<file path="config.mk">
export PLATFORM = sky130hd
export DESIGN_NAME = mpio_top
export DESIGN_NICKNAME = d
export VERILOG_FILES = /design/src/logic/mpio_sync.v /design/src/logic/mpio_top.v
export VERILOG_INCLUDE_DIRS = /design/src /design/src/logic
export SDC_FILE = /design/constraint.sdc
export NUM_CORES = 1
export LEC_CHECK = 0
export ABC_AREA = 1
export BUFFER_PORTS_ARGS = -buffer_cell sky130_fd_sc_hd__buf_2
export CORE_ASPECT_RATIO = 1.25
export CORE_UTILIZATION = 48
export CTS_BUF_LIST = sky130_fd_sc_hd__clkbuf_8 sky130_fd_sc_hd__clkbuf_16
export CTS_CLUSTER_SIZE = 12
export DETAILED_ROUTE_END_ITERATION = 7
export PLACE_DENSITY = 0.76
export SYNTH_ARGS = -nofsm -noshare
export SYNTH_HDL_FRONTEND = slang
export SYNTH_HIERARCHICAL = 1
export SYNTH_SLANG_ARGS = --single-unit
</file>
<file path="constraint.sdc">
create_clock -name mclk -period 1.5 [get_ports mclk]
set_input_delay 0.15 -clock mclk [delete_from_list [all_inputs] [get_ports mclk]]
set_output_delay 0.15 -clock mclk [all_outputs]
set_load 0.005 [all_outputs]
</file>
<file path="src/logic/mpio_map.vh">
// Register indices, field layouts, reset values and constants of the parallel I/O block
`ifndef MPIO_MAP_VH
`define MPIO_MAP_VH

// ***************************************************************
// Register indices (byte address is four times the index)
// ***************************************************************
`define MPIO_IDX_P7_PINS 16'hffce
`define MPIO_IDX_P8_DIR 16'hffcd
`define MPIO_IDX_P8_DATA 16'hffcf
`define MPIO_IDX_P9_DIR 16'hffd0
`define MPIO_IDX_P9_DATA 16'hffd2
`define MPIO_IDX_REFRESH_CTRL 16'hffd4

// ***************************************************************
// Field widths and positions
// ***************************************************************
`define MPIO_P7_WIDTH 8
`define MPIO_P8_WIDTH 5
`define MPIO_P9_WIDTH 6
`define MPIO_REG_WIDTH 8
`define MPIO_REFRESH_EN_BIT 0
`define MPIO_P8_PLAIN_BIT 0

// ***************************************************************
// Reset values and fixed read patterns
// ***************************************************************
`define MPIO_P8_DIR_RESET 8'hf0
`define MPIO_P8_DATA_RESET 8'he0
`define MPIO_P9_DIR_RESET 8'hc0
`define MPIO_P9_DATA_RESET 8'hc0
`define MPIO_DIR_READ 8'hff
`define MPIO_P8_FIXED_ONES 8'he0
`define MPIO_P9_FIXED_ONES 8'hc0
`define MPIO_REFRESH_CTRL_RESET 8'h00

// ***************************************************************
// Synchroniser depth
// ***************************************************************
`define MPIO_SYNC_STAGES 2

`endif

</file>
<file path="src/logic/mpio_sync.v">
// Two-flop synchroniser for a bus of pin levels
`timescale 1ns/1ps
`default_nettype none

module mpio_sync #(
  parameter WIDTH = 8
) (
  input wire mclk,
  input wire rst,
  input wire [WIDTH-1:0] async_in,
  output wire [WIDTH-1:0] sync_out
);

  // ***************************************************************
  // Capture stages
  // ***************************************************************
  reg [WIDTH-1:0] stage_a;
  reg [WIDTH-1:0] stage_b;

  // First stage feeds only the second; nothing else looks at it
  always @(posedge mclk) begin
    if (rst) begin
      stage_a <= {WIDTH{1'b0}};
      stage_b <= {WIDTH{1'b0}};
    end else begin
      stage_a <= async_in;
      stage_b <= stage_a;
    end
  end

  assign sync_out = stage_b;

endmodule // mpio_sync

`default_nettype wire

</file>
<file path="src/logic/mpio_top.v">
// Parallel I/O for the input-only port 7 and the shared ports 8 and 9, APB register access
//
// Contract
// - Port 7 reads always return the current pin levels; nothing stored.
// - Port 8 direction 1: pins 4..1 drive chip selects 0..3, pin 0 plain output.
// - Direction registers of ports 8 and 9 are write-only and read all ones.
// - Port 8 direction loads f0 on reset and hardware standby.
// - Port 9 direction loads c0 on reset and hardware standby.
// - Software standby keeps registers; pins set as outputs keep driving.
// - Data reads give stored bit for outputs, live pin level for inputs.
// - Port 8 data bits 7..5 ignore writes and read as one.
// - Port 9 data bits 7..6 ignore writes and read as one.
// - Port 8 data loads e0 on reset and hardware standby; kept in standby.
// - Port 9 data loads c0 on reset and hardware standby; kept in standby.
// - Port 8 pins 3..0 always feed interrupt request inputs 3..0.
// - Port 9 pin is output when direction 1, input when 0.
// - Pin function selection is the same in every operating mode.
//
// Implementation choice: the APB register port.
`timescale 1ns/1ps
`default_nettype none
`include "mpio_map.vh"

module mpio_top #(
  parameter P7_WIDTH = `MPIO_P7_WIDTH,
  parameter P8_WIDTH = `MPIO_P8_WIDTH,
  parameter P9_WIDTH = `MPIO_P9_WIDTH
) (
  input wire mclk,
  input wire rst,
  // APB slave
  input wire psel,
  input wire penable,
  input wire pwrite,
  input wire [17:0] paddr,
  input wire [31:0] pwdata,
  output wire pready,
  output reg [31:0] prdata,
  output wire pslverr,
  // Power states
  input wire hw_standby,
  input wire sw_standby,
  // Strobes from the bus and refresh controllers, active low
  input wire [3:0] chip_select_strobe_n,
  input wire refresh_strobe_n,
  // Port 7 pins
  input wire [P7_WIDTH-1:0] port7_pin_in,
  // Port 8 pins
  input wire [P8_WIDTH-1:0] port8_pin_in,
  output reg [P8_WIDTH-1:0] port8_pin_out,
  output reg [P8_WIDTH-1:0] port8_pin_oe,
  // Port 9 pins
  input wire [P9_WIDTH-1:0] port9_pin_in,
  output reg [P9_WIDTH-1:0] port9_pin_out,
  output reg [P9_WIDTH-1:0] port9_pin_oe,
  // Interrupt request inputs 5..0 taken from pin levels, active low
  output wire [5:0] interrupt_request_in_n
);

  // ***************************************************************
  // Register storage
  // ***************************************************************
  reg [P8_WIDTH-1:0] port8_direction;
  reg [P8_WIDTH-1:0] port8_output_data;
  reg [P9_WIDTH-1:0] port9_direction;
  reg [P9_WIDTH-1:0] port9_output_data;
  reg refresh_output_enable;

  // Reset patterns at full register width; only the pin bits are stored.
  // Port 8 pin 4 leaves reset as an output, so its chip select drives at once.
  localparam [7:0] P8_DIR_RST = `MPIO_P8_DIR_RESET;
  localparam [7:0] P8_DATA_RST = `MPIO_P8_DATA_RESET;
  localparam [7:0] P9_DIR_RST = `MPIO_P9_DIR_RESET;
  localparam [7:0] P9_DATA_RST = `MPIO_P9_DATA_RESET;
  localparam [7:0] REFRESH_CTRL_RST = `MPIO_REFRESH_CTRL_RESET;

  // Synchronised pin levels
  wire [P7_WIDTH-1:0] port7_pin_levels;
  wire [P8_WIDTH-1:0] port8_pin_levels;
  wire [P9_WIDTH-1:0] port9_pin_levels;

  // Bus decode
  wire [15:0] reg_index;
  wire setup_phase;
  wire access_phase;
  wire write_strobe;
  wire hit_p7;
  wire hit_p8_dir;
  wire hit_p8_data;
  wire hit_p9_dir;
  wire hit_p9_data;
  wire hit_refresh;
  wire hit_any;
  wire clear_regs;

  reg [31:0] next_prdata;
  reg [P8_WIDTH-1:0] next_port8_out;
  reg [P8_WIDTH-1:0] next_port8_oe;

  // ***************************************************************
  // Functions
  // ***************************************************************

  // Index of a word-aligned byte address
  function [15:0] word_index;
    input [17:0] addr;
    begin
      word_index = addr[17:2];
    end
  endfunction

  // Output bits show stored data, input bits show the pin
  function [7:0] merge_read;
    input [7:0] dir;
    input [7:0] data;
    input [7:0] pins;
    input [7:0] fixed_ones;
    begin
      merge_read = ((dir & data) | (~dir & pins)) | fixed_ones;
    end
  endfunction

  // ***************************************************************
  // Pin synchronisers
  // ***************************************************************

  // Pins are slow to the core clock; two flops keep reads and IRQs clean
  mpio_sync #(
    .WIDTH(P7_WIDTH)
  ) u_sync_p7 (
    .mclk(mclk),
    .rst(rst),
    .async_in(port7_pin_in),
    .sync_out(port7_pin_levels)
  );

  mpio_sync #(
    .WIDTH(P8_WIDTH)
  ) u_sync_p8 (
    .mclk(mclk),
    .rst(rst),
    .async_in(port8_pin_in),
    .sync_out(port8_pin_levels)
  );

  mpio_sync #(
    .WIDTH(P9_WIDTH)
  ) u_sync_p9 (
    .mclk(mclk),
    .rst(rst),
    .async_in(port9_pin_in),
    .sync_out(port9_pin_levels)
  );

  // ***************************************************************
  // APB decode
  // ***************************************************************

  // Misaligned addresses never hit, so they answer with an error
  assign reg_index = word_index(paddr);
  assign setup_phase = psel & ~penable;
  assign access_phase = psel & penable;
  assign hit_p7 = (paddr[1:0] == 2'h0) && (reg_index == `MPIO_IDX_P7_PINS);
  assign hit_p8_dir = (paddr[1:0] == 2'h0) && (reg_index == `MPIO_IDX_P8_DIR);
  assign hit_p8_data = (paddr[1:0] == 2'h0) && (reg_index == `MPIO_IDX_P8_DATA);
  assign hit_p9_dir = (paddr[1:0] == 2'h0) && (reg_index == `MPIO_IDX_P9_DIR);
  assign hit_p9_data = (paddr[1:0] == 2'h0) && (reg_index == `MPIO_IDX_P9_DATA);
  assign hit_refresh = (paddr[1:0] == 2'h0) && (reg_index == `MPIO_IDX_REFRESH_CTRL);
  assign hit_any = hit_p7 | hit_p8_dir | hit_p8_data | hit_p9_dir | hit_p9_data | hit_refresh;

  // Zero wait states: read data is caught in the setup cycle
  assign pready = access_phase;
  assign pslverr = access_phase & (~hit_any | (pwrite & hit_p7));

  // Writes are frozen in software standby since the core is asleep there
  assign write_strobe = access_phase & pwrite & ~sw_standby;
  assign clear_regs = rst | hw_standby;

  // ***************************************************************
  // Read data path
  // ***************************************************************

  // Read word, built in the setup cycle and held through the access
  always @* begin
    next_prdata = 32'h0000_0000;
    if (hit_p7) begin
      next_prdata[7:0] = port7_pin_levels;
    end else if (hit_p8_dir | hit_p9_dir) begin
      next_prdata[7:0] = `MPIO_DIR_READ;
    end else if (hit_p8_data) begin
      next_prdata[7:0] = merge_read({3'h0, port8_direction},
                                    {3'h0, port8_output_data},
                                    {3'h0, port8_pin_levels},
                                    `MPIO_P8_FIXED_ONES);
    end else if (hit_p9_data) begin
      next_prdata[7:0] = merge_read({2'h0, port9_direction},
                                    {2'h0, port9_output_data},
                                    {2'h0, port9_pin_levels},
                                    `MPIO_P9_FIXED_ONES);
    end else if (hit_refresh) begin
      next_prdata[`MPIO_REFRESH_EN_BIT] = refresh_output_enable;
    end
  end

  // Read data register
  always @(posedge mclk) begin
    if (rst) begin
      prdata <= 32'h0000_0000;
    end else if (setup_phase & ~pwrite) begin
      prdata <= next_prdata;
    end
  end

  // ***************************************************************
  // Port 8 registers
  // ***************************************************************

  // Upper bits are not stored, so writes to them are lost
  always @(posedge mclk) begin
    if (clear_regs) begin
      port8_direction <= P8_DIR_RST[P8_WIDTH-1:0];
      port8_output_data <= P8_DATA_RST[P8_WIDTH-1:0];
    end else begin
      if (write_strobe & hit_p8_dir) begin
        port8_direction <= pwdata[P8_WIDTH-1:0];
      end
      if (write_strobe & hit_p8_data) begin
        port8_output_data <= pwdata[P8_WIDTH-1:0];
      end
    end
  end

  // ***************************************************************
  // Port 9 registers
  // ***************************************************************

  // Same scheme as port 8; software standby simply holds the value
  always @(posedge mclk) begin
    if (clear_regs) begin
      port9_direction <= P9_DIR_RST[P9_WIDTH-1:0];
      port9_output_data <= P9_DATA_RST[P9_WIDTH-1:0];
    end else begin
      if (write_strobe & hit_p9_dir) begin
        port9_direction <= pwdata[P9_WIDTH-1:0];
      end
      if (write_strobe & hit_p9_data) begin
        port9_output_data <= pwdata[P9_WIDTH-1:0];
      end
    end
  end

  // ***************************************************************
  // Refresh control
  // ***************************************************************

  // Enable for the refresh strobe on port 8 pin 0
  always @(posedge mclk) begin
    if (clear_regs) begin
      refresh_output_enable <= REFRESH_CTRL_RST[`MPIO_REFRESH_EN_BIT];
    end else if (write_strobe & hit_refresh) begin
      refresh_output_enable <= pwdata[`MPIO_REFRESH_EN_BIT];
    end
  end

  // ***************************************************************
  // Port 8 pin function selection
  // ***************************************************************

  // No mode input exists: selection never looks at the chip mode
  always @* begin
    next_port8_out = {P8_WIDTH{1'b0}};
    next_port8_oe = port8_direction;
    // Chip selects wire in reverse order onto pins 4..1
    next_port8_out[4] = chip_select_strobe_n[0];
    next_port8_out[3] = chip_select_strobe_n[1];
    next_port8_out[2] = chip_select_strobe_n[2];
    next_port8_out[1] = chip_select_strobe_n[3];
    // Pin 0: refresh strobe overrides the direction bit
    if (refresh_output_enable) begin
      next_port8_out[0] = refresh_strobe_n;
      next_port8_oe[0] = 1'b1;
    end else begin
      next_port8_out[0] = port8_output_data[`MPIO_P8_PLAIN_BIT];
    end
  end

  // ***************************************************************
  // Pin drive flops
  // ***************************************************************

  // One registered stage after the register write; in software standby port 9 and
  // the port 8 enables hold, while port 8 outputs still follow the strobes
  always @(posedge mclk) begin
    if (clear_regs) begin
      port8_pin_out <= {P8_WIDTH{1'b0}};
      port8_pin_oe <= {P8_WIDTH{1'b0}};
      port9_pin_out <= {P9_WIDTH{1'b0}};
      port9_pin_oe <= {P9_WIDTH{1'b0}};
    end else begin
      port8_pin_out <= next_port8_out;
      port8_pin_oe <= next_port8_oe;
      port9_pin_out <= port9_output_data;
      port9_pin_oe <= port9_direction;
    end
  end

  // ***************************************************************
  // Interrupt request inputs
  // ***************************************************************

  // Pin levels feed the interrupt inputs whatever the pin drives
  assign interrupt_request_in_n[3:0] = port8_pin_levels[3:0];
  assign interrupt_request_in_n[5:4] = port9_pin_levels[5:4];

endmodule // mpio_top

`default_nettype wire

</file>
==> results.ini <==
[synth]
synth_edf_count = 0
seq_area_frac_synth = 0.502
async_flop_share = 0
synthXorXnorAreaFrac = 0
synthAdderAreaFrac = 0
ys_types = 33
synth_top_cell_area_share = 0.502
syn_avg_cell_area_sq_um = 8.14
syn-cell-area_sq_um = 3630
ys_warn_count = 6
yosys.area_share.simple = 0.220
ys.flop_type = dfxtp_1
netlist_top_cells_area = dfxtp_1 50%, nor2_1 9.4%, inv_1 7.5%
synth_largest_area_cell = dfxtp_1
synthTopCellsByCount = 91 x dfxtp_1, 91 x nor2_1, 73 x inv_1
synth_mux_area_frac = 0.0138
synth-compound-area-share = 0.109
synth_top_family_by_area = simple AND/OR/NAND/NOR gates
synth-seq-cells = 91
syn_inst = 446

[floorplanning]
die_h_microns = 99.2
initial_core_util = 0.494
pin_count = 143
die-area_sq_um = 7920
rows = 35
die_w_microns = 79.8
core-area_sq_um = 7360

[cells_and_area]
fillers = 653
final_cells = 664
syn_to_final_growth_pct = 25.8
final_core_util = 0.621
drive_gt1_frac = 0.262
final_area_sq_um = 4570
antenna_cells = 0
fin_nets = 648

[placed_design]
dpl.cell_count = 624
dp_hpwl_microns = 5260
port_buffers = 92
gp_congestion = 0.820
placed_cell_area_sq_um = 4070

[sta]
final-hold-violation-count = 0
fmax_mhz = 714
timing.final.crit_share = 0.934
rsz0062_at_grt = no
setup_viol = 0
period_minus_slack_ns = 1.40
timing.hold.ws_ns = 0.0874
finalClockSkew_ns = 0.00653
slew_violations = 0

[detailed_routing]
routedWlPerCell_microns = 11.3
drt_wl_total_microns = 7500
vias_per_cell = 4.53
via_count = 3010
drc = 0
antenna_left = 0
drtIter0Drc = 126
dr.pass1.iters = 4

[job]
drv_cap = 0

[setup_path]
arrival_ns = 1.25
worst-path-max-fanout = 4
required_ns = 1.35
cp-start-kind = input pin
critPathKind = input pin to output pin
critPathCaptureType = output pin

[global_routing]
grt_antenna_before_repair = 0
grt_pass1_wl_microns = 12100
overflow = 0
grt_max_degree = 35
grt_pass1_vias = 2862
grtUsageTotal = 0.200

[power]
ir_drop_v = 0.000563
leakagePower_nw = 2.15
power.density_nw_per_um2 = 1060
total_power_mw = 4.83

[cts]
clockBufferDepth = 2
htree_levels = 3
cts_tree = done
numCtsBuffers = 9
clkLatencyLatePin_ns = 0.36
root_buffer = clkbuf_8
clkSinkCount = 91
clk_pin_slew_ns = 0.08

[run_status]
status = complete, no violations

[hold_path]
hp-class = input pin to flop

==> cell usage in the layout, fill, tap and decap left out, types with 4 or more instances in the layout <==
master and n:
dfxtp_1 91, nand2_1 44, a21oi_1 18, nand3_2 4, nor2_2 4, buf_4 7, buf_2 92, clkbuf_8 10
nand3_1 13, o21ai_0 23, mux2i_1 5, a211oi_2 11, nor2_4 5, dlygate4sd3_1 23, conb_1 24, nand2_2 4
nor2_1 91, inv_1 74
==> metrics by stage <==
stage,setup TNS (ns),setup slack [ns]
after CTS,0,0.0135
after detailed placement,-0.0195,-0.0195
after global placement,0,0.0608
final,0,0.0996
after global routing,0,0.0274
after floorplan,0,0.308
==> critical path, stage by stage <==
cell and delay [ns]:
buf_2 0.10, nand2_1 0.06, nor2_1 0.05, nand2_2 0.14
nor2_4 0.07, buf_4 0.14, nand2_2 0.08, nand4_1 0.12
a211oi_2 0.18, buf_2 0.15
==> layout make-up <==
type	instances	area (sq um)	area share
sequential	91	1820	0.399
multi-input combinational	265	1340	0.294
timing repair buffer	122	743	0.163
inverter	78	294	0.0644
clock buffer	10	138	0.0301
tap	92	115	0.0252
clock inverter	6	111	0.0244
==> registers in the layout, indices dropped and copies added, names as in the netlist <==
register,count
u_sync_p9/sync_out,6
refresh_output_enable,1
u_sync_p8/stage_a,5
port8_output_data,5
u_sync_p7/sync_out,8
port9_pin_out,6
port9_output_data,6
port9_pin_oe,6
u_sync_p8/sync_out,5
u_sync_p7/stage_a,8
prdata,8
port8_pin_out,5
port8_pin_oe,5
u_sync_p9/stage_a,6
port8_direction,5
port9_direction,6
==> metal layers <==
layer | track usage | wire, microns | vias to the layer above
li1 | - | - | 1560
met1 | 0.216 | 3010 | 1332
met2 | 0.356 | 3810 | 98
met3 | 0.0505 | 457 | 20
met4 | 0.106 | 225 | 0
met5 | 0 | 0 | -
==> logic make-up (layout without fill, tap and decap cells) <==
group | count (synthesis) | after routing
and+or+nand+nor | 175 | 175
buffers and inverters | 113 | 216
DFF | 91 | 91
AOI/OAI and AO/OA | 61 | 61
muxes | 5 | 5
other | 1 | 24
==> timing repair <==
| item | 4_1_cts | 5_1_grt |
|---|---|---|
| buffers inserted | 0 | 1 |
| gates resized for setup | 1 | 2 |
| pin swaps | 0 | 1 |
| hold buffers | 23 | 0 |
| endpoints found under the hold margin | 23 | 0 |
| setup endpoints to repair | 1 | 1 |
==> where the power goes <==
part | switching (mW) | internal [mW]
Clock | 0.839 | 1.16
Sequential | 0.0203 | 2.48
Combinational | 0.183 | 0.159
Total | 1.04 | 3.79
==> worst paths after layout <==
check / end / cells past startpoint / slack [ns] / startpoint
setup / recovery: pslverr / 10 / 0.1 / paddr[15]
hold / removal: port9_output_data[5] / 3 / 0.09 / pwdata[5]
setup reg to reg: prdata[3] / 6 / 0.38 / port8_direction[3]
hold reg to reg: u_sync_p8/sync_out[3] / 2 / 0.39 / u_sync_p8/stage_a[3]
(Power assumes the default switching activity.)
